==> src/usbsie_pkg.sv <==
`default_nettype none
package usbsie_pkg;
   // register byte offsets
   localparam logic [7:0] OFS_TIMING_IRQ = 8'h00;
   localparam logic [7:0] OFS_TIMING_STATUS = 8'h04;
   localparam logic [7:0] OFS_HUB_ADDR = 8'h08;
   localparam logic [7:0] OFS_EP0_IRQ = 8'h0C;
   localparam logic [7:0] OFS_EP0_CTRL = 8'h10;
   // timing interrupt register fields
   localparam int B_SOF_F = 7;
   localparam int B_FRAME_END_POINT_F = 6;
   localparam int B_EOP_F = 5;
   localparam int B_TRAN_F = 4;
   localparam int B_SOF_IE = 3;
   localparam int B_FRAME_END_POINT_IE = 2;
   localparam int B_EOP_IE = 1;
   localparam int B_TRAN_IE = 0;
   // timing status register fields
   localparam int B_RST_F = 7;
   localparam int B_RST_CLR = 6;
   localparam int B_LOCK_F = 5;
   localparam int B_LOCK_CLR = 4;
   localparam int B_SOF_CLR = 3;
   localparam int B_FRAME_END_POINT_CLR = 2;
   localparam int B_EOP_CLR = 1;
   localparam int B_TRAN_CLR = 0;
   // hub address register fields
   localparam int B_MOD_EN = 7;
   localparam int ADDR_W = 7;
   // endpoint 0 interrupt register fields
   localparam int B_TX_F = 7;
   localparam int B_RX_F = 6;
   localparam int B_TX_IE = 3;
   localparam int B_RX_IE = 2;
   localparam int B_TX_CLR = 1;
   localparam int B_RX_CLR = 0;
   // endpoint 0 control register fields
   localparam int B_EP0_TX_DATA_TOGGLE = 7;
   localparam int B_STALL = 6;
   localparam int B_TXE = 5;
   localparam int B_RXE = 4;
   localparam int TSIZE_W = 4;
   localparam logic [3:0] EP0 = 4'h0;
   localparam logic [1:0] RESP_OKAY = 2'h0;
   localparam logic [1:0] RESP_SLVERR = 2'h2;
   // timing
   localparam int CLK_PERIOD_NS = 10;
   localparam int FRAME_NS = 1000000;
   localparam int FRAME_CYCLES = FRAME_NS / CLK_PERIOD_NS;
   localparam int BIT_TIME_PS = 83333;
   localparam int FRAME_END_POINT_BITS = 10;
   localparam int FRAME_END_POINT_CYCLES =
      (FRAME_END_POINT_BITS * BIT_TIME_PS) / (CLK_PERIOD_NS * 1000);
   localparam int BUS_RESET_NS = 2500;
   localparam int BUS_RESET_CYCLES =
      (BUS_RESET_NS + CLK_PERIOD_NS - 1) / CLK_PERIOD_NS;
   localparam int LOCK_TOL_CYCLES = 8;
   localparam int LOCK_FRAMES = 2;
   typedef enum logic [1:0] {PID_OUT, PID_IN, PID_SETUP, PID_SOF}
      usbsie_pid_type;
   typedef enum logic [2:0] {HS_ACK, HS_NAK, HS_STALL, HS_DATA0, HS_DATA1}
      usbsie_hs_type;
endpackage
`default_nettype wire

==> src/usbsie_frame_timer.sv <==
`default_nettype none
module usbsie_frame_timer import usbsie_pkg::*; #(
   parameter int FRAME_LEN = FRAME_CYCLES
) (
   input wire logic aclk,
   input wire logic aresetn,
   input wire logic sof_seen,
   output logic frame_end_point_pulse,
   output logic lock_pulse
);
   if (FRAME_LEN <= FRAME_END_POINT_CYCLES + LOCK_TOL_CYCLES)
      $error("frame length too short");
   logic [31:0] cnt_q;
   logic [1:0] good_q;
   logic near_end;
   assign near_end = cnt_q >= 32'(FRAME_LEN - 1 - LOCK_TOL_CYCLES);
   // free runs between frames so the end point still fires if a frame is lost
   always_ff @(posedge aclk) begin
      if (!aresetn || sof_seen || cnt_q == 32'(FRAME_LEN - 1)) begin
         cnt_q <= '0;
      end else begin
         cnt_q <= cnt_q + 32'h1;
      end
   end
   always_ff @(posedge aclk) begin
      if (!aresetn) begin
         frame_end_point_pulse <= 1'b0;
      end else begin
         frame_end_point_pulse <= cnt_q == 32'(FRAME_LEN - FRAME_END_POINT_CYCLES);
      end
   end
   // lock after consecutive start-of-frames arriving where expected
   always_ff @(posedge aclk) begin
      if (!aresetn) begin
         good_q <= '0;
         lock_pulse <= 1'b0;
      end else begin
         lock_pulse <= 1'b0;
         if (sof_seen) begin
            if (!near_end) begin
               good_q <= '0;
            end else if (good_q == 2'(LOCK_FRAMES - 1)) begin
               lock_pulse <= 1'b1;
            end else begin
               good_q <= good_q + 2'h1;
            end
         end
      end
   end
endmodule
`default_nettype wire

==> src/usbsie_line_monitor.sv <==
`default_nettype none
module usbsie_line_monitor import usbsie_pkg::*; #(
   parameter int RESET_LEN = BUS_RESET_CYCLES
) (
   input wire logic aclk,
   input wire logic aresetn,
   input wire logic root_dp,
   input wire logic root_dm,
   input wire logic downstream_activity,
   output logic transition_pulse,
   output logic eop_pulse,
   output logic bus_reset_pulse
);
   if (RESET_LEN < 2 || RESET_LEN > 65535)
      $error("bus reset length out of range");
   logic [1:0] prev_q;
   logic [15:0] se0_cnt_q;
   logic se0;
   assign se0 = !root_dp && !root_dm;
   always_ff @(posedge aclk) begin
      if (!aresetn) begin
         prev_q <= {root_dp, root_dm};
         transition_pulse <= 1'b0;
         eop_pulse <= 1'b0;
      end else begin
         prev_q <= {root_dp, root_dm};
         transition_pulse <= downstream_activity
            || prev_q != {root_dp, root_dm};
         // single-ended zero followed by idle J ends a packet
         eop_pulse <= prev_q == 2'b00 && root_dp && !root_dm;
      end
   end
   // long single-ended zero is a bus reset; reported once per episode
   always_ff @(posedge aclk) begin
      if (!aresetn) begin
         se0_cnt_q <= '0;
         bus_reset_pulse <= 1'b0;
      end else begin
         bus_reset_pulse <= se0 && se0_cnt_q == 16'(RESET_LEN - 1);
         if (!se0) begin
            se0_cnt_q <= '0;
         end else if (se0_cnt_q != 16'(RESET_LEN)) begin
            se0_cnt_q <= se0_cnt_q + 16'h1;
         end
      end
   end
endmodule
`default_nettype wire

==> src/usbsie_core.sv <==
// How it works
// - flag the frame end point ten bit times before the next frame start.
// - flag each valid end of packet on the root port; clear strobe clears it.
// - flag any line transition upstream or downstream, for wakeup.
// - four timing interrupt enables gate their flags; reset clears them.
// - bus reset on the root port sets a flag and pulses system reset.
// - bus reset flag cleared only by power-on or its clear strobe.
// - flag frame timer lock to host frames; clear strobe clears it.
// - clear strobes act on one, ignore zero, and read back as zero.
// - module disabled ignores tokens, supply output and transceiver off.
// - module enable once set cannot be cleared by software.
// - seven-bit hub address, reset to zero, selects tokens for the hub.
// - transmit flag set after data sent and host acknowledged.
// - with transmit flag set, next IN gets negative acknowledge.
// - receive flag set after data accepted and acknowledged.
// - with receive flag set, next OUT gets negative acknowledge.
// - endpoint transmit and receive interrupt enables, cleared by reset.
// - software picks DATA0 or DATA1; hardware never toggles it.
// - stall answers IN and OUT with STALL; SETUP clears stall.
// - IN gets negative acknowledge if transmit disabled or flag set.
// - flag each valid start-of-frame; clear strobe clears it.
// - OUT gets negative acknowledge if receive disabled or flag set.
`default_nettype none
module usbsie_core import usbsie_pkg::*; #(
   parameter int FRAME_LEN = FRAME_CYCLES,
   parameter int RESET_LEN = BUS_RESET_CYCLES
) (
   // clock and resets
   input wire logic aclk,
   input wire logic aresetn,
   input wire logic por_n,
   // register bus
   input wire logic [7:0] s_axi_awaddr,
   input wire logic s_axi_awvalid,
   output logic s_axi_awready,
   input wire logic [31:0] s_axi_wdata,
   input wire logic [3:0] s_axi_wstrb,
   input wire logic s_axi_wvalid,
   output logic s_axi_wready,
   output logic [1:0] s_axi_bresp,
   output logic s_axi_bvalid,
   input wire logic s_axi_bready,
   input wire logic [7:0] s_axi_araddr,
   input wire logic s_axi_arvalid,
   output logic s_axi_arready,
   output logic [31:0] s_axi_rdata,
   output logic [1:0] s_axi_rresp,
   output logic s_axi_rvalid,
   input wire logic s_axi_rready,
   // root port line state and downstream activity
   input wire logic root_dp,
   input wire logic root_dm,
   input wire logic downstream_activity,
   // decoded tokens from the packet receiver
   input wire logic tok_valid,
   input wire usbsie_pid_type tok_pid,
   input wire logic [6:0] tok_addr,
   input wire logic [3:0] tok_endp,
   // packet events
   input wire logic rx_data_ok,
   input wire logic host_ack,
   // handshake / data packet request to the transmitter
   output logic hs_valid,
   output usbsie_hs_type hs_code,
   output logic [3:0] hs_tx_size,
   // system side
   output logic irq,
   output logic bus_reset_req,
   output logic regulated_supply_output,
   output logic transceiver_enable
);
   typedef enum {ST_IDLE, ST_WAIT_ACK, ST_WAIT_DATA} usbsie_state_type;

   // set wins over a clear in the same cycle
   function automatic logic flag_next(input logic cur, input logic set,
                                      input logic clr);
      return set || (cur && !clr);
   endfunction

   logic frame_end_point_pulse, lock_pulse;
   logic transition_pulse, eop_pulse, bus_reset_pulse;
   logic sof_seen;

   // timing flags and enables
   logic frame_start_flag_q, frame_end_point_flag_q;
   logic packet_end_flag_q, bus_activity_flag_q;
   logic frame_start_irq_enable_q, frame_end_point_irq_enable_q;
   logic packet_end_irq_enable_q, bus_activity_irq_enable_q;
   logic bus_reset_flag_q, frame_lock_flag_q;
   // address and enable
   logic module_enable_q;
   logic [ADDR_W-1:0] hub_function_addr_q;
   // endpoint 0
   logic ep0_tx_done_flag_q, ep0_rx_done_flag_q;
   logic ep0_tx_irq_enable_q, ep0_rx_irq_enable_q;
   logic ep0_tx_data_toggle_q, ep0_force_stall_q;
   logic ep0_tx_enable_q, ep0_rx_enable_q;
   logic [TSIZE_W-1:0] ep0_tx_size_q;
   usbsie_state_type state_q;

   // bus write decode
   logic wr_fire, rd_fire;
   logic [7:0] wbyte;
   logic wr_ti, wr_ts, wr_ha, wr_ei, wr_ec;
   logic wr_mapped;

   usbsie_frame_timer #(
      .FRAME_LEN(FRAME_LEN)
   ) u_timer (
      .aclk(aclk),
      .aresetn(aresetn),
      .sof_seen(sof_seen),
      .frame_end_point_pulse(frame_end_point_pulse),
      .lock_pulse(lock_pulse)
   );

   usbsie_line_monitor #(
      .RESET_LEN(RESET_LEN)
   ) u_lines (
      .aclk(aclk),
      .aresetn(aresetn),
      .root_dp(root_dp),
      .root_dm(root_dm),
      .downstream_activity(downstream_activity),
      .transition_pulse(transition_pulse),
      .eop_pulse(eop_pulse),
      .bus_reset_pulse(bus_reset_pulse)
   );

   // tokens only count while enabled; SOF is broadcast, others need address
   logic tok_live, tok_ep0;
   assign tok_live = tok_valid && module_enable_q;
   assign sof_seen = tok_live && tok_pid == PID_SOF;
   assign tok_ep0 = tok_live && tok_pid != PID_SOF
      && tok_addr == hub_function_addr_q && tok_endp == EP0;

   // ---------------- register bus ----------------
   assign wr_fire = s_axi_awready && s_axi_awvalid && s_axi_wvalid;
   assign rd_fire = s_axi_arready && s_axi_arvalid;
   // only the low byte lane holds register bits
   assign wbyte = s_axi_wstrb[0] ? s_axi_wdata[7:0] : 8'h00;
   assign wr_ti = wr_fire && s_axi_awaddr == OFS_TIMING_IRQ && s_axi_wstrb[0];
   assign wr_ts = wr_fire && s_axi_awaddr == OFS_TIMING_STATUS
      && s_axi_wstrb[0];
   assign wr_ha = wr_fire && s_axi_awaddr == OFS_HUB_ADDR && s_axi_wstrb[0];
   assign wr_ei = wr_fire && s_axi_awaddr == OFS_EP0_IRQ && s_axi_wstrb[0];
   assign wr_ec = wr_fire && s_axi_awaddr == OFS_EP0_CTRL && s_axi_wstrb[0];
   assign wr_mapped = s_axi_awaddr == OFS_TIMING_IRQ
      || s_axi_awaddr == OFS_TIMING_STATUS || s_axi_awaddr == OFS_HUB_ADDR
      || s_axi_awaddr == OFS_EP0_IRQ || s_axi_awaddr == OFS_EP0_CTRL;

   // both channels taken together, one write in flight
   always_ff @(posedge aclk) begin
      if (!aresetn) begin
         s_axi_awready <= 1'b0;
         s_axi_wready <= 1'b0;
      end else begin
         s_axi_awready <= !s_axi_awready && s_axi_awvalid && s_axi_wvalid
            && !s_axi_bvalid;
         s_axi_wready <= !s_axi_awready && s_axi_awvalid && s_axi_wvalid
            && !s_axi_bvalid;
      end
   end

   always_ff @(posedge aclk) begin
      if (!aresetn) begin
         s_axi_bvalid <= 1'b0;
         s_axi_bresp <= RESP_OKAY;
      end else if (wr_fire) begin
         s_axi_bvalid <= 1'b1;
         s_axi_bresp <= wr_mapped ? RESP_OKAY : RESP_SLVERR;
      end else if (s_axi_bready) begin
         s_axi_bvalid <= 1'b0;
      end
   end

   always_ff @(posedge aclk) begin
      if (!aresetn) begin
         s_axi_arready <= 1'b0;
      end else begin
         s_axi_arready <= !s_axi_arready && s_axi_arvalid && !s_axi_rvalid;
      end
   end

   // clear strobe bits have no storage, so they always read back zero
   always_ff @(posedge aclk) begin
      if (!aresetn) begin
         s_axi_rvalid <= 1'b0;
         s_axi_rdata <= '0;
         s_axi_rresp <= RESP_OKAY;
      end else if (rd_fire) begin
         s_axi_rvalid <= 1'b1;
         s_axi_rresp <= RESP_OKAY;
         s_axi_rdata <= '0;
         unique case (s_axi_araddr)
            OFS_TIMING_IRQ: s_axi_rdata[7:0] <= {frame_start_flag_q,
               frame_end_point_flag_q, packet_end_flag_q,
               bus_activity_flag_q, frame_start_irq_enable_q,
               frame_end_point_irq_enable_q, packet_end_irq_enable_q,
               bus_activity_irq_enable_q};
            OFS_TIMING_STATUS: begin
               s_axi_rdata[B_RST_F] <= bus_reset_flag_q;
               s_axi_rdata[B_LOCK_F] <= frame_lock_flag_q;
            end
            OFS_HUB_ADDR:
               s_axi_rdata[7:0] <= {module_enable_q, hub_function_addr_q};
            OFS_EP0_IRQ: begin
               s_axi_rdata[B_TX_F] <= ep0_tx_done_flag_q;
               s_axi_rdata[B_RX_F] <= ep0_rx_done_flag_q;
               s_axi_rdata[B_TX_IE] <= ep0_tx_irq_enable_q;
               s_axi_rdata[B_RX_IE] <= ep0_rx_irq_enable_q;
            end
            OFS_EP0_CTRL: s_axi_rdata[7:0] <= {ep0_tx_data_toggle_q,
               ep0_force_stall_q, ep0_tx_enable_q, ep0_rx_enable_q,
               ep0_tx_size_q};
            default: s_axi_rresp <= RESP_SLVERR;
         endcase
      end else if (s_axi_rready) begin
         s_axi_rvalid <= 1'b0;
      end
   end

   // ---------------- timing flags ----------------
   always_ff @(posedge aclk) begin
      if (!aresetn) begin
         frame_start_flag_q <= 1'b0;
         frame_end_point_flag_q <= 1'b0;
         packet_end_flag_q <= 1'b0;
         bus_activity_flag_q <= 1'b0;
      end else begin
         frame_start_flag_q <= flag_next(frame_start_flag_q, sof_seen,
            wr_ts && wbyte[B_SOF_CLR]);
         frame_end_point_flag_q <= flag_next(frame_end_point_flag_q,
            frame_end_point_pulse, wr_ts && wbyte[B_FRAME_END_POINT_CLR]);
         packet_end_flag_q <= flag_next(packet_end_flag_q, eop_pulse,
            wr_ts && wbyte[B_EOP_CLR]);
         bus_activity_flag_q <= flag_next(bus_activity_flag_q,
            transition_pulse, wr_ts && wbyte[B_TRAN_CLR]);
      end
   end

   always_ff @(posedge aclk) begin
      if (!aresetn) begin
         frame_start_irq_enable_q <= 1'b0;
         frame_end_point_irq_enable_q <= 1'b0;
         packet_end_irq_enable_q <= 1'b0;
         bus_activity_irq_enable_q <= 1'b0;
      end else if (wr_ti) begin
         frame_start_irq_enable_q <= wbyte[B_SOF_IE];
         frame_end_point_irq_enable_q <= wbyte[B_FRAME_END_POINT_IE];
         packet_end_irq_enable_q <= wbyte[B_EOP_IE];
         bus_activity_irq_enable_q <= wbyte[B_TRAN_IE];
      end
   end

   always_ff @(posedge aclk) begin
      if (!aresetn) begin
         frame_lock_flag_q <= 1'b0;
      end else begin
         frame_lock_flag_q <= flag_next(frame_lock_flag_q, lock_pulse,
            wr_ts && wbyte[B_LOCK_CLR]);
      end
   end

   // survives the reset it causes, so software can tell why it restarted
   always_ff @(posedge aclk) begin
      if (!por_n) begin
         bus_reset_flag_q <= 1'b0;
      end else begin
         bus_reset_flag_q <= flag_next(bus_reset_flag_q, bus_reset_pulse,
            wr_ts && wbyte[B_RST_CLR]);
      end
   end

   always_ff @(posedge aclk) begin
      if (!aresetn) begin
         bus_reset_req <= 1'b0;
      end else begin
         bus_reset_req <= bus_reset_pulse;
      end
   end

   // ---------------- enable and address ----------------
   always_ff @(posedge aclk) begin
      if (!por_n) begin
         module_enable_q <= 1'b0;
      end else if (wr_ha && wbyte[B_MOD_EN]) begin
         module_enable_q <= 1'b1;
      end
   end

   always_ff @(posedge aclk) begin
      if (!aresetn) begin
         hub_function_addr_q <= '0;
      end else if (wr_ha) begin
         hub_function_addr_q <= wbyte[ADDR_W-1:0];
      end
   end

   always_ff @(posedge aclk) begin
      if (!por_n) begin
         regulated_supply_output <= 1'b0;
         transceiver_enable <= 1'b0;
      end else begin
         regulated_supply_output <= module_enable_q;
         transceiver_enable <= module_enable_q;
      end
   end

   // ---------------- endpoint 0 control ----------------
   always_ff @(posedge aclk) begin
      if (!aresetn) begin
         ep0_tx_irq_enable_q <= 1'b0;
         ep0_rx_irq_enable_q <= 1'b0;
      end else if (wr_ei) begin
         ep0_tx_irq_enable_q <= wbyte[B_TX_IE];
         ep0_rx_irq_enable_q <= wbyte[B_RX_IE];
      end
   end

   // toggle is written by software only
   always_ff @(posedge aclk) begin
      if (!aresetn) begin
         ep0_tx_data_toggle_q <= 1'b0;
         ep0_tx_enable_q <= 1'b0;
         ep0_rx_enable_q <= 1'b0;
         ep0_tx_size_q <= '0;
      end else if (wr_ec) begin
         ep0_tx_data_toggle_q <= wbyte[B_EP0_TX_DATA_TOGGLE];
         ep0_tx_enable_q <= wbyte[B_TXE];
         ep0_rx_enable_q <= wbyte[B_RXE];
         ep0_tx_size_q <= wbyte[TSIZE_W-1:0];
      end
   end

   // a SETUP must always get through, so it overrides a software write
   always_ff @(posedge aclk) begin
      if (!aresetn) begin
         ep0_force_stall_q <= 1'b0;
      end else if (tok_ep0 && tok_pid == PID_SETUP) begin
         ep0_force_stall_q <= 1'b0;
      end else if (wr_ec) begin
         ep0_force_stall_q <= wbyte[B_STALL];
      end
   end

   // transaction sequencer
   always_ff @(posedge aclk) begin
      if (!aresetn) begin
         state_q <= ST_IDLE;
         hs_valid <= 1'b0;
         hs_code <= HS_NAK;
         hs_tx_size <= '0;
      end else begin
         hs_valid <= 1'b0;
         unique case (state_q)
            ST_IDLE: begin
               if (tok_ep0) begin
                  unique case (tok_pid)
                     PID_IN: begin
                        hs_valid <= 1'b1;
                        if (ep0_force_stall_q) begin
                           hs_code <= HS_STALL;
                        end else if (!ep0_tx_enable_q
                                     || ep0_tx_done_flag_q) begin
                           hs_code <= HS_NAK;
                        end else begin
                           hs_code <= ep0_tx_data_toggle_q
                              ? HS_DATA1 : HS_DATA0;
                           hs_tx_size <= ep0_tx_size_q;
                           state_q <= ST_WAIT_ACK;
                        end
                     end
                     PID_OUT: begin
                        if (ep0_force_stall_q) begin
                           hs_valid <= 1'b1;
                           hs_code <= HS_STALL;
                        end else if (!ep0_rx_enable_q
                                     || ep0_rx_done_flag_q) begin
                           hs_valid <= 1'b1;
                           hs_code <= HS_NAK;
                        end else begin
                           state_q <= ST_WAIT_DATA;
                        end
                     end
                     PID_SETUP: state_q <= ST_WAIT_DATA;
                     PID_SOF: state_q <= ST_IDLE;
                  endcase
               end
            end
            // a fresh token means the previous transaction was abandoned
            ST_WAIT_ACK: begin
               if (host_ack || tok_live) begin
                  state_q <= ST_IDLE;
               end
            end
            ST_WAIT_DATA: begin
               if (rx_data_ok) begin
                  hs_valid <= 1'b1;
                  hs_code <= HS_ACK;
                  state_q <= ST_IDLE;
               end else if (tok_live) begin
                  state_q <= ST_IDLE;
               end
            end
         endcase
      end
   end

   always_ff @(posedge aclk) begin
      if (!aresetn) begin
         ep0_tx_done_flag_q <= 1'b0;
         ep0_rx_done_flag_q <= 1'b0;
      end else begin
         ep0_tx_done_flag_q <= flag_next(ep0_tx_done_flag_q,
            state_q == ST_WAIT_ACK && host_ack,
            wr_ei && wbyte[B_TX_CLR]);
         ep0_rx_done_flag_q <= flag_next(ep0_rx_done_flag_q,
            state_q == ST_WAIT_DATA && rx_data_ok,
            wr_ei && wbyte[B_RX_CLR]);
      end
   end

   // level request, drops when software clears or masks the flags, or on aresetn
   always_ff @(posedge aclk) begin
      if (!aresetn) begin
         irq <= 1'b0;
      end else begin
         irq <= (frame_start_flag_q && frame_start_irq_enable_q)
            || (frame_end_point_flag_q && frame_end_point_irq_enable_q)
            || (packet_end_flag_q && packet_end_irq_enable_q)
            || (bus_activity_flag_q && bus_activity_irq_enable_q)
            || (ep0_tx_done_flag_q && ep0_tx_irq_enable_q)
            || (ep0_rx_done_flag_q && ep0_rx_irq_enable_q);
      end
   end
endmodule
`default_nettype wire

==> config.mk <==
export PLATFORM = sky130hd
export DESIGN_NAME = usbsie_core
export DESIGN_NICKNAME = d
export VERILOG_FILES = /design/src/usbsie_pkg.sv /design/src/usbsie_frame_timer.sv /design/src/usbsie_line_monitor.sv /design/src/usbsie_core.sv
export SDC_FILE = /design/constraint.sdc
export NUM_CORES = 1
export LEC_CHECK = 0
export ABC_AREA = 1
export BUFFER_PORTS_ARGS = -buffer_cell sky130_fd_sc_hd__buf_4
export CORE_ASPECT_RATIO = 0.8
export CORE_MARGIN = 4
export CORE_UTILIZATION = 55
export DETAILED_ROUTE_END_ITERATION = 8
export PLACE_DENSITY = 0.81
export SETUP_SLACK_MARGIN = 0.3
export SKIP_LAST_GASP = 1
export SYNTH_ARGS = -nofsm -noshare
export SYNTH_HDL_FRONTEND = slang
export SYNTH_SLANG_ARGS = --single-unit
export TNS_END_PERCENT = 30
==> constraint.sdc <==
create_clock -name aclk -period 1.71 [get_ports aclk]
set_input_delay 0.0855 -clock aclk [delete_from_list [all_inputs] [get_ports aclk]]
set_output_delay 0.0855 -clock aclk [all_outputs]
set_load 0.01 [all_outputs]
==> qor.yml, run 1 <==
status:
  outcome: "finished, final reports clean"
routing:
  firstDrtPassIters: 8
  num_vias: 6302
  wirelength_mm: 17.7
  dr.first_iter.drc_count: 644
  ant_nets: 0
  routedWlPerCell_um: 15.2
  via_per_inst: 5.40
  drc_errors: 0
yosys:
  synth_most_common_cell: "nand2_1"
  synth_top_area_cell: "dfxtp_1"
  mappedNetlistArea_um2: 5920
  yosysWarnings: 0
  synth_cell_types: 41
  postSynth.asyncResetShare_pct: 0
  synth_common_cells: "175 x nand2_1, 122 x inv_1, 114 x dfxtp_1"
  synth_seq_area_share_pct: 38.6
  synth_edf_count: 0
  yosysTopAreaCellShare_pct: 38.6
  avgSynthCellArea_um2: 6.86
  synth_area_leaders: "dfxtp_1 39%, nand2_1 11%, inv_1 7.7%"
  syn_inst: 863
  ys_seq_elements: 114
  synthFlopType: "dfxtp_1"
clocking:
  tritoncts: "built"
  clk_pin_slew_worst_paths_ns: 0.05
  worstSkewPairLatency_ns: 0.42
  clockRootBuffer: "clkbuf_16"
  numCtsBuffers: 17
  htree_levels: 4
  cts_buffer_depth: 2
  cts.sinks: 114
timing:
  setup_viol: 0
  fin_crit_sh_pct: 93.5
  holdWs_ns: 0.00348
  maxSlewViolCount: 0
  relSlewSlack_pct: 63.5
  skew_ns: 0.00739
  fin_ws_ns: 0.111
  fmax_ghz: 0.625
  fin_crit_ns: 1.60
  final.setup.tns_ns: 0
  final_hold_viol_count: 0
  tightest_slew_ns: 0.543
  grt_setup_unrepaired: "true"
worst_setup_path:
  path_max_fanout: 6
  slowest_stage: "dfxtp_2"
  crit_required_ns: 2.01
  slowest_delay_ns: 0.35
  path_class: "flop to flop"
  path_cells: "buf_4 > nor2_1 > nand2_1 > nor2_1 > nand2_2 > o21ai_4 > buf_6 > buf_6 > a21oi_1"
  crit_arrival_ns: 1.90
  endpoint_kind: "flop"
  startpoint_type: "flop"
global_routing:
  grt_pass1_vias: 5770
  grt_pass1_wl_mm: 26.6
  antenna_found_initial: 0
  grt_start_max_net_pins: 33
  grt_overflow: 0
  grt_usage_pct: 27.0
die:
  start_util_pct: 57.1
  rows: 33
  core_area_um2: 10400
  ios: 132
  die_area_um2: 12500
  die_w_um: 124
  die_height_um: 101
placement:
  dp_slack_ns: 0.0358
  hpwl_mm: 11.0
  port_buffers: 78
  gp_congestion: 0.929
final_layout:
  antenna_cells: 0
  final_nets: 1102
  syn_to_final_growth_pct: 36.1
  fill_cells: 715
  drive_above_1_share_pct: 27.3
pwr:
  powerDensity_nw_per_um2: 853
  cellLeakagePower_uw: 0.00330
  irDropWorstVdd_mv: 0.877
worst_hold_path:
  hold_path.class: "primary input to flop"
run:
  cap_viol_max_count: 0
## per-stage QoR
step | util, % | instance area [um2] | power, uW | instances
final | 77.7 | 8060 | 6870 | 1166
after CTS | 76.2 | 7900 | 6860 | 1162
after global placement | 64.3 | 6660 | 3080 | 1085
after detailed placement | 64.3 | 6660 | 3080 | 1085
after floorplan | - | 6020 | 2960 | 888
after global routing | 77.7 | 8060 | 7030 | 1166
## cell families (layout without fill, tap and decap cells)
| kind of cell | Yosys count | in the layout | synth area share [%] |
|---|---|---|---|
| buffers and inverters | 170 | 308 | 12.9 |
| adder cells (fa/ha/maj) | 9 | 9 | 1.90 |
| AO/OA/AOI/OAI | 149 | 149 | 13.3 |
| AND/OR/NAND/NOR | 408 | 408 | 31.4 |
| flip-flops | 114 | 114 | 38.6 |
| XOR/XNOR | 12 | 12 | 1.78 |
| other | 1 | 26 | 0.0634 |
## final cells by class
cell class	count	area (um2)	share of cell area, %
repair buffers	151	1220	15.1
multi-input cells	604	3230	40.1
inverters	126	475	5.90
flip-flops and latches	114	2320	28.8
well taps	140	175	2.17
clock inverters	8	124	1.54
clock buffers	23	508	6.31
## cells in the final DEF (no fill, tap or decap), types with 5 or more instances in the layout
cell / instances
a31oi_1: 5
ha_1: 5
inv_2: 11
or2_0: 6
xnor2_1: 6
a21oi_2: 5
nand2_2: 18
nand4_1: 25
nand3_1: 34
nor4_1: 6
inv_1: 114
nor2_4: 6
nor3_2: 14
nor3_1: 23
clkbuf_8: 6
buf_6: 8
nor2_1: 79
buf_4: 122
conb_1: 26
or2_2: 7
dlygate4sd3_1: 21
dfxtp_1: 89
clkbuf_16: 17
o21ai_0: 53
xor2_1: 6
nor2_2: 13
dfxtp_2: 21
nand2_1: 161
a211oi_1: 5
a21oi_1: 67
## power breakdown
| group | switching (uW) | leakage, uW | internal, uW |
|---|---|---|---|
| sequential | 19.5 | 0.000934 | 2680 |
| combinational | 230 | 0.00206 | 198 |
| clock | 1230 | 0.000307 | 2510 |
## routing by layer
metal  vias to the layer above  part of all wire (%)  routed length, um  GRT usage, %
li1                       3052                     -                  -             -
met1                      2868                    40               7170          33.4
met2                       329                    48               8530          45.4
met3                        53                   8.4               1500          6.17
met4                         0                   3.0                535          11.0
met5                         -                     0                  0             0
## registers in the layout, indices dropped and copies added (netlist names), 2 cells and up
register             cells
u_timer.cnt_q           32
u_lines.se0_cnt_q       16
s_axi_rdata              8
hub_function_addr_q      7
ep0_tx_size_q            4
hs_tx_size               4
hs_code                  3
state_q                  2
u_lines.prev_q           2
u_timer.good_q           2
## path summary, 6_finish.rpt
kind                       startpoint  cells past startpoint                  endpoint  slack [ns]
max                  u_timer.cnt_q[8]                      9          u_timer.cnt_q[3]        0.11
min               downstream_activity                      3  u_lines.transition_pulse       0.003
max reg2reg          u_timer.cnt_q[8]                      9          u_timer.cnt_q[3]        0.11
min reg2reg  u_lines.transition_pulse                      2       bus_activity_flag_q        0.44
## critical path, delay by kind of cell (launching register included)
kind                   cells  cell delay [ns]
buffers and inverters      3             0.42
DFF                        1             0.35
AOI/OAI and AO/OA          2             0.23
and+or+nand+nor            4             0.47
## repair_timing
item / CTS / global route
setup buffers: 23 / 3
gates resized for setup: 68 / 49
pin swaps: 21 / 17
hold buffers: 20 / 1
endpoints found under the setup margin: 61 / 82
cloned: 3 / 0
hold endpoints to repair: 26 / 1
Power figures use the tool's default switching activity.
==> inputs of run 2 (changes only) <==
ABC_AREA = 0   (was 1)
CORE_UTILIZATION = 54   (was 55)
PLACE_DENSITY = 0.8   (was 0.81)
==> qor.yml, run 2 <==
status:
  outcome: "finished, final reports clean"
yosys:
  yosysTopAreaCellShare_pct: 41.8  # +3.2 points
  synth_area_leaders: "dfxtp_1 42%, xor2_1 5.9%, nor2_1 5.8%"
  synth_cell_types: 49  # +20%
  postSynth.asyncResetShare_pct: 0  # unchanged
  syn_inst: 633  # -27%
  yosysWarnings: 0  # unchanged
  avgSynthCellArea_um2: 8.62  # +26%
  synthFlopType: "dfxtp_1"
  synth_top_area_cell: "dfxtp_1"
  mappedNetlistArea_um2: 5460  # -7.8%
  ys_seq_elements: 114  # unchanged
  synth_edf_count: 0  # unchanged
  synth_most_common_cell: "dfxtp_1"
  synth_common_cells: "114 x dfxtp_1, 84 x nor2_1, 55 x nand2_1"
  synth_seq_area_share_pct: 41.8  # +3.2 points
placement:
  hpwl_mm: 9.93  # -10%
  gp_congestion: 0.848  # -8.7%
  port_buffers: 78  # unchanged
  dp_slack_ns: -0.126  # -0.161 ns
  place_area_um2: 6420  # -3.5%
global_routing:
  grt_pass1_wl_mm: 25.3  # -5.0%
  grt_start_max_net_pins: 40  # +21%
  grt_overflow: 0  # unchanged
  antenna_found_initial: 0  # unchanged
  grt_usage_pct: 26.4  # -0.59 points
  grt_pass1_vias: 5264  # -8.8%
routing:
  top_layer: "met4"
  num_vias: 5440  # -14%
  route.met2.wl_mm: 8.54  # about the same
  via_per_inst: 5.80  # +7.3%
  routedWlPerCell_um: 18.3  # +20%
  dr.first_iter.drc_count: 580  # -9.9%
  wl_met3_mm: 1.41  # -5.6%
  wirelength_mm: 17.1  # -3.5%
  wl_met1_mm: 6.74  # -6.0%
  firstDrtPassIters: 5  # -3
  ant_nets: 0  # unchanged
  drc_errors: 0  # unchanged
timing:
  fmax_ghz: 0.588  # -5.9%
  grt_setup_unrepaired: "true"
  relSlewSlack_pct: 64.2  # +0.79 points
  setup_viol: 0  # unchanged
  fin_crit_ns: 1.70  # +0.101 ns
  fin_crit_sh_pct: 99.4  # +5.9 points
  fin_ws_ns: 0.0103  # -0.101 ns
  maxSlewViolCount: 0  # unchanged
  skew_ns: 0.00789  # +0.000500 ns
  tightest_slew_ns: 0.531  # -0.0117 ns
  final_hold_viol_count: 0  # unchanged
pwr:
  pwr-share-comb_pct: 6.1  # about the same
  clkPwrFrac_pct: 56.4  # +1.9 points
  p_int_uw: 5700  # +5.8%
  swShare_pct: 20.5  # -1.1 points
  p_total_uw: 7170  # +4.3%
  seqPwrFrac_pct: 37.6  # -1.7 points
  p_sw_uw: 1470  # -0.92%
  cellLeakagePower_uw: 0.00313  # -5.2%
  powerDensity_nw_per_um2: 907  # +6.4%
  irDropWorstVdd_mv: 0.688  # -22%
worst_setup_path:
  r2r_end: "u_timer.cnt_q[11]"
  ff2ff_setup_slack_ns: 0.01  # -0.10 ns
  path_cells: "ha_4 > nand2_2 > or4b_4 > o21bai_4 > buf_6 > nor2_1"
  startpoint_type: "flop"
  endpoint_kind: "flop"
  crit_required_ns: 2.01  # about the same
  crit_arrival_ns: 2.00  # +0.10 ns
  r2r-start: "u_timer.cnt_q[0]"
  slowest_stage: "or4b_4"
  path_max_fanout: 11  # +5
  reg2reg_depth: 6  # -3
  path_class: "flop to flop"
  slowest_delay_ns: 0.51  # +0.16 ns
die:
  ios: 132  # unchanged
  die_height_um: 97.9  # -2.8%
  die_area_um2: 11800  # -5.6%
  start_util_pct: 55.9  # -1.2 points
  die_w_um: 120  # -2.9%
  rows: 32  # -3.0%
  core_area_um2: 9770  # -5.7%
final_layout:
  layout_commonest_cell: "buf_4"
  finalCoreUtilization_pct: 80.8  # +3.1 points
  reg_top3: "u_timer.cnt_q (32), u_lines.se0_cnt_q (16), s_axi_rdata (8)"
  drive_above_1_share_pct: 33.9  # +6.6 points
  final_nets: 879  # -20%
  fill_cells: 516  # -28%
  fin_area_um2: 7900  # -2.0%
  antenna_cells: 0  # unchanged
  syn_to_final_growth_pct: 44.7
  largest_register_ffs: 32  # unchanged
  top_register: "u_timer.cnt_q"
  final_cell_mix: "135 x buf_4, 91 x dfxtp_1, 74 x nor2_1"
clocking:
  clk_pin_slew_worst_paths_ns: 0.05  # about the same
  tritoncts: "built"
  htree_levels: 4  # unchanged
  worstSkewPairLatency_ns: 0.41  # about the same
  cts.sinks: 114  # unchanged
  numCtsBuffers: 17  # unchanged
  clockRootBuffer: "clkbuf_16"
  cts_buffer_depth: 2  # unchanged
worst_hold_path:
  hold_path_startpoint: "host_ack"
  min_to: "ep0_tx_done_flag_q"
  holdPathStages: 3  # unchanged
  hold_path.class: "primary input to flop"
run:
  cap_viol_max_count: 0  # unchanged
[run 2: cell types whose count changed after synthesis, sizes merged, moves of 31 or more]
cell   before  now
o21ai      61   25
a21oi      72   25
nand2     179   55
xor2        6   37
inv       126   14
[run 2: layout make-up]
| type | count | area (um2) | area share [%] |
|---|---|---|---|
| multi-input cells | 480 | 3350 | 42.4 |
| flip-flops and latches | 114 | 2330 | 29.5 |
| repair buffers | 164 | 1330 | 16.8 |
| clock buffers | 20 | 467 | 5.91 |
| clock inverters | 10 | 205 | 2.60 |
| well taps | 136 | 170 | 2.15 |
| inverters | 14 | 52.6 | 0.665 |
[run 2: logic make-up after synthesis]
logic type	count (synthesis)	share of synthesized area, %
flops	114	41.8
mux	27	5.18
other cells	1	0.0687
fa+ha+maj	9	2.06
buf+inv	64	6.33
xor+xnor	51	8.18
simple gates	283	27.1
compound gates	84	9.26
[run 2: timing repair]
item                                   CTS  global route
setup endpoints to repair               84            90
gates cloned                             1             2
hold buffers                            19             0
buffers inserted                         6            10
endpoints found under the hold margin   28             0
gates resized for setup                 46            70
pin swaps                               14            37
[run 2: worst max-delay path by stage]
| stage | start | to | slack, ns | cells after the start |
|---|---|---|---|---|
| after global placement | s_axi_awaddr[6] | frame_start_flag_q | -0.05 | 5 |
| after floorplan | s_axi_awaddr[6] | hub_function_addr_q[4] | -0.02 | 6 |
| after CTS | u_timer.cnt_q[2] | u_timer.cnt_q[25] | 0.08 | 6 |
| after global routing | u_timer.cnt_q[0] | u_timer.cnt_q[11] | -0.04 | 6 |
| after detailed placement | u_timer.cnt_q[13] | u_timer.cnt_q[8] | -0.13 | 6 |
| final | u_timer.cnt_q[0] | u_timer.cnt_q[11] | 0.01 | 6 |
[run 2: per-stage QoR]
stage | hold slack [ns] | std cells | setup TNS [ns]
finish | 0.0217 | 938 | 0
floorplan | 0.113 | 658 | -0.0780
global route | 0.0200 | 938 | -0.383
global placement | 0.212 | 870 | -0.666
CTS | 0.00622 | 926 | 0
detailed placement | 0.213 | 870 | -3.38
[run 2: power by group through the flow]
stage | clock network [uW] | registers [uW] | logic, uW
after floorplan | 0 | 2750 | 200
after CTS | 4030 | 2700 | 379
final | 4040 | 2690 | 434
after global routing | 4180 | 2690 | 462
after detailed placement | 0 | 2750 | 327
after global placement | 0 | 2750 | 321
[run 2: metal layers]
| metal | vias to the layer above | global-route usage [%] |
|---|---|---|
| met2 | 303 | 44.5 |
| li1 | 2492 | - |
| met1 | 2597 | 32.0 |
| met3 | 48 | 7.12 |
| met4 | 0 | 10.8 |
| met5 | - | 0 |
[run 2: critical path, delay by kind of cell (launching register included)]
kind                     cells  cell delay, ns
adder cells (fa/ha/maj)      1            0.15
buffers and inverters        1            0.18
AO/OA/AOI/OAI                1            0.25
flip-flops                   1            0.37
AND/OR/NAND/NOR              3            0.63
==> inputs of run 3 (changes only) <==
SYNTH_HIERARCHICAL = 1   (was unset)
==> qor.yml, run 3 <==
routing:
  via_per_inst: 6.06  # +4.5%
  routedWlPerCell_um: 19.0  # +4.2%
  ant_nets: 0  # unchanged
  dr.first_iter.drc_count: 498  # -14%
  drc_errors: 0  # unchanged
  firstDrtPassIters: 5  # unchanged
  num_vias: 5812  # +6.8%
  wirelength_mm: 18.2  # +6.6%
pwr:
  irDropWorstVdd_mv: 0.558  # -19%
  powerDensity_nw_per_um2: 868  # -4.3%
  cellLeakagePower_uw: 0.00305  # -2.5%
die:
  ios: 132  # unchanged
  rows: 33  # +3.1%
  die_w_um: 123  # +2.3%
  die_area_um2: 12300  # +4.7%
  core_area_um2: 10300  # +5.7%
  start_util_pct: 55.5  # -0.33 points
  die_height_um: 100  # +2.3%
global_routing:
  grt_overflow: 0  # unchanged
  grt_pass1_wl_mm: 27.9  # +10%
  grt_start_max_net_pins: 20  # -50%
  grt_usage_pct: 28.5  # +2.1 points
  antenna_found_initial: 0  # unchanged
  grt_pass1_vias: 5691  # +8.1%
yosys:
  synth_area_leaders: "dfxtp_1 40%, mux2i_1 5.4%, a21oi_1 4.5%"
  mappedNetlistArea_um2: 5730  # +5.0%
  syn_inst: 659  # +4.1%
  ys_seq_elements: 114  # unchanged
  synth_edf_count: 0  # unchanged
  synth_cell_types: 64  # +31%
  synth_seq_area_share_pct: 39.8  # -2.0 points
  avgSynthCellArea_um2: 8.70  # +0.90%
  yosysTopAreaCellShare_pct: 39.8  # -2.0 points
  synth_most_common_cell: "dfxtp_1"
  synth_common_cells: "114 x dfxtp_1, 59 x nor2_1, 52 x a21oi_1"
  yosysWarnings: 6  # +6
  synth_top_area_cell: "dfxtp_1"
  postSynth.asyncResetShare_pct: 0  # unchanged
  synthFlopType: "dfxtp_1"
final_layout:
  top_register: "u_timer/cnt_q"
  drive_above_1_share_pct: 30.2  # -3.8 points
  antenna_cells: 0  # unchanged
  fill_cells: 689  # +34%
  syn_to_final_growth_pct: 37.4
  reg_top3: "u_timer/cnt_q (32), u_lines/se0_cnt_q (16), s_axi_rdata (8)"
  layout_commonest_cell: "buf_4"
  final_nets: 894  # +1.7%
  final_cell_mix: "129 x buf_4, 98 x dfxtp_1, 52 x nor2_1"
  largest_register_ffs: 32  # unchanged
worst_hold_path:
  hold_path.class: "primary input to flop"
worst_setup_path:
  slowest_stage: "o311ai_4"
  path_cells: "nor3_1 > nand4_1 > o311ai_4 > buf_6 > buf_6 > a21oi_1"
  startpoint_type: "flop"
  path_delay_family: "simple AND/OR/NAND/NOR gates"
  endpoint_kind: "flop"
  path_class: "flop to flop"
  path_max_fanout: 5  # -6
  crit_arrival_ns: 2.21  # +0.21 ns
  cp_common_cell: "buf_6"
  crit_required_ns: 1.99  # -0.02 ns
  critPathBufInv: 2  # +1
  slowest_delay_ns: 0.42  # -0.09 ns
timing:
  setup_viol: 35  # +35
  holdWs_ns: 0.0183  # -0.00346 ns
  fmax_ghz: 0.517  # -12%
  skew_ns: 0.00772  # -0.000172 ns
  fin_ws_ns: -0.223  # -0.233 ns
  fin_crit_sh_pct: 113  # +14 points
  grt_setup_unrepaired: "true"
  final_hold_viol_count: 0  # unchanged
  maxSlewViolCount: 0  # unchanged
  fin_crit_ns: 1.93  # +0.233 ns
clocking:
  htree_levels: 4  # unchanged
  cts_buffer_depth: 2  # unchanged
  clockRootBuffer: "clkbuf_16"
  worstSkewPairLatency_ns: 0.41  # about the same
  clk_pin_slew_worst_paths_ns: 0.05  # about the same
  numCtsBuffers: 17  # unchanged
  tritoncts: "built"
  cts.sinks: 114  # unchanged
placement:
  dp_slack_ns: -0.105  # +0.0207 ns
  hpwl_mm: 10.9  # +10%
  port_buffers: 78  # unchanged
  gp_congestion: 0.878  # +3.5%
run:
  cap_viol_max_count: 0  # unchanged
status:
  outcome: "finished with violations"
  violations: "setup timing"
run 3: where the power goes:
part | total [uW] | switching (uW) | internal (uW)
Sequential | 2700 | 21.1 | 2680
Clock | 3710 | 1210 | 2500
Combinational | 429 | 229 | 200
Total | 6840 | 1460 | 5380
run 3: layout make-up:
type	count	area [um2]	area share, %
clock inverter	10	156	1.99
multi-input combinational	495	3380	42.9
clock buffer	22	464	5.89
inverter	18	67.6	0.858
timing repair buffer	160	1320	16.7
tap	140	175	2.22
sequential	114	2310	29.4
run 3: cells by family after synthesis:
kind of cell,count (synthesis),synth area share [%]
AND/OR/NAND/NOR,264,26.2
buffers and inverters,76,7.46
multiplexers,32,5.67
adder cells (fa/ha/maj),9,1.96
other,1,0.0654
AO/OA/AOI/OAI,139,15.1
XOR/XNOR,24,3.67
flip-flops,114,39.8
run 3: path summary, 6_finish.rpt:
check	slack, ns	depth (start not counted)	end	startpoint
worst max-delay path	-0.22	6	u_timer/cnt_q[25]	u_timer/cnt_q[18]
worst max register to register	-0.22	6	u_timer/cnt_q[25]	u_timer/cnt_q[18]
worst min-delay path	0.02	3	ep0_tx_done_flag_q	host_ack
worst min register to register	0.46	1	s_axi_arready	s_axi_rvalid
run 3: through the flow:
stage | utilization (%) | setup TNS [ns] | total power, uW | cell area, um2 | cells
CTS | 74.7 | 0 | 6820 | 7710 | 956
floorplan | - | -0.0497 | 2960 | 5850 | 684
finish | 76.3 | -6.23 | 6840 | 7880 | 959
detailed placement | 64.1 | -3.22 | 3090 | 6620 | 892
global route | 76.3 | -5.76 | 7020 | 7880 | 959
global placement | 64.1 | -0.0390 | 3080 | 6620 | 892
run 3: repair_timing:
action / 4_1_cts / 5_1_grt
buffers inserted: 7 / 3
hold buffers: 21 / 0
cloned: 4 / 0
resized for setup: 53 / 40
pin swaps: 16 / 15
endpoints found under the hold margin: 29 / 0
endpoints found under the setup margin: 89 / 96
run 3: worst reg2reg max path: stages, from the launching register on:
cell,delay (ns)
dfxtp_1,0.35
nor3_1,0.30
nand4_1,0.32
o311ai_4,0.42
buf_6,0.21
buf_6,0.15
a21oi_1,0.06
run 3: routing by layer:
metal	GRT usage (%)	routed length [um]	vias up
li1	-	-	2644
met1	34.1	7130	2739
met2	47.7	8650	335
met3	6.65	1500	94
met4	15.0	968	0
met5	0	0	-
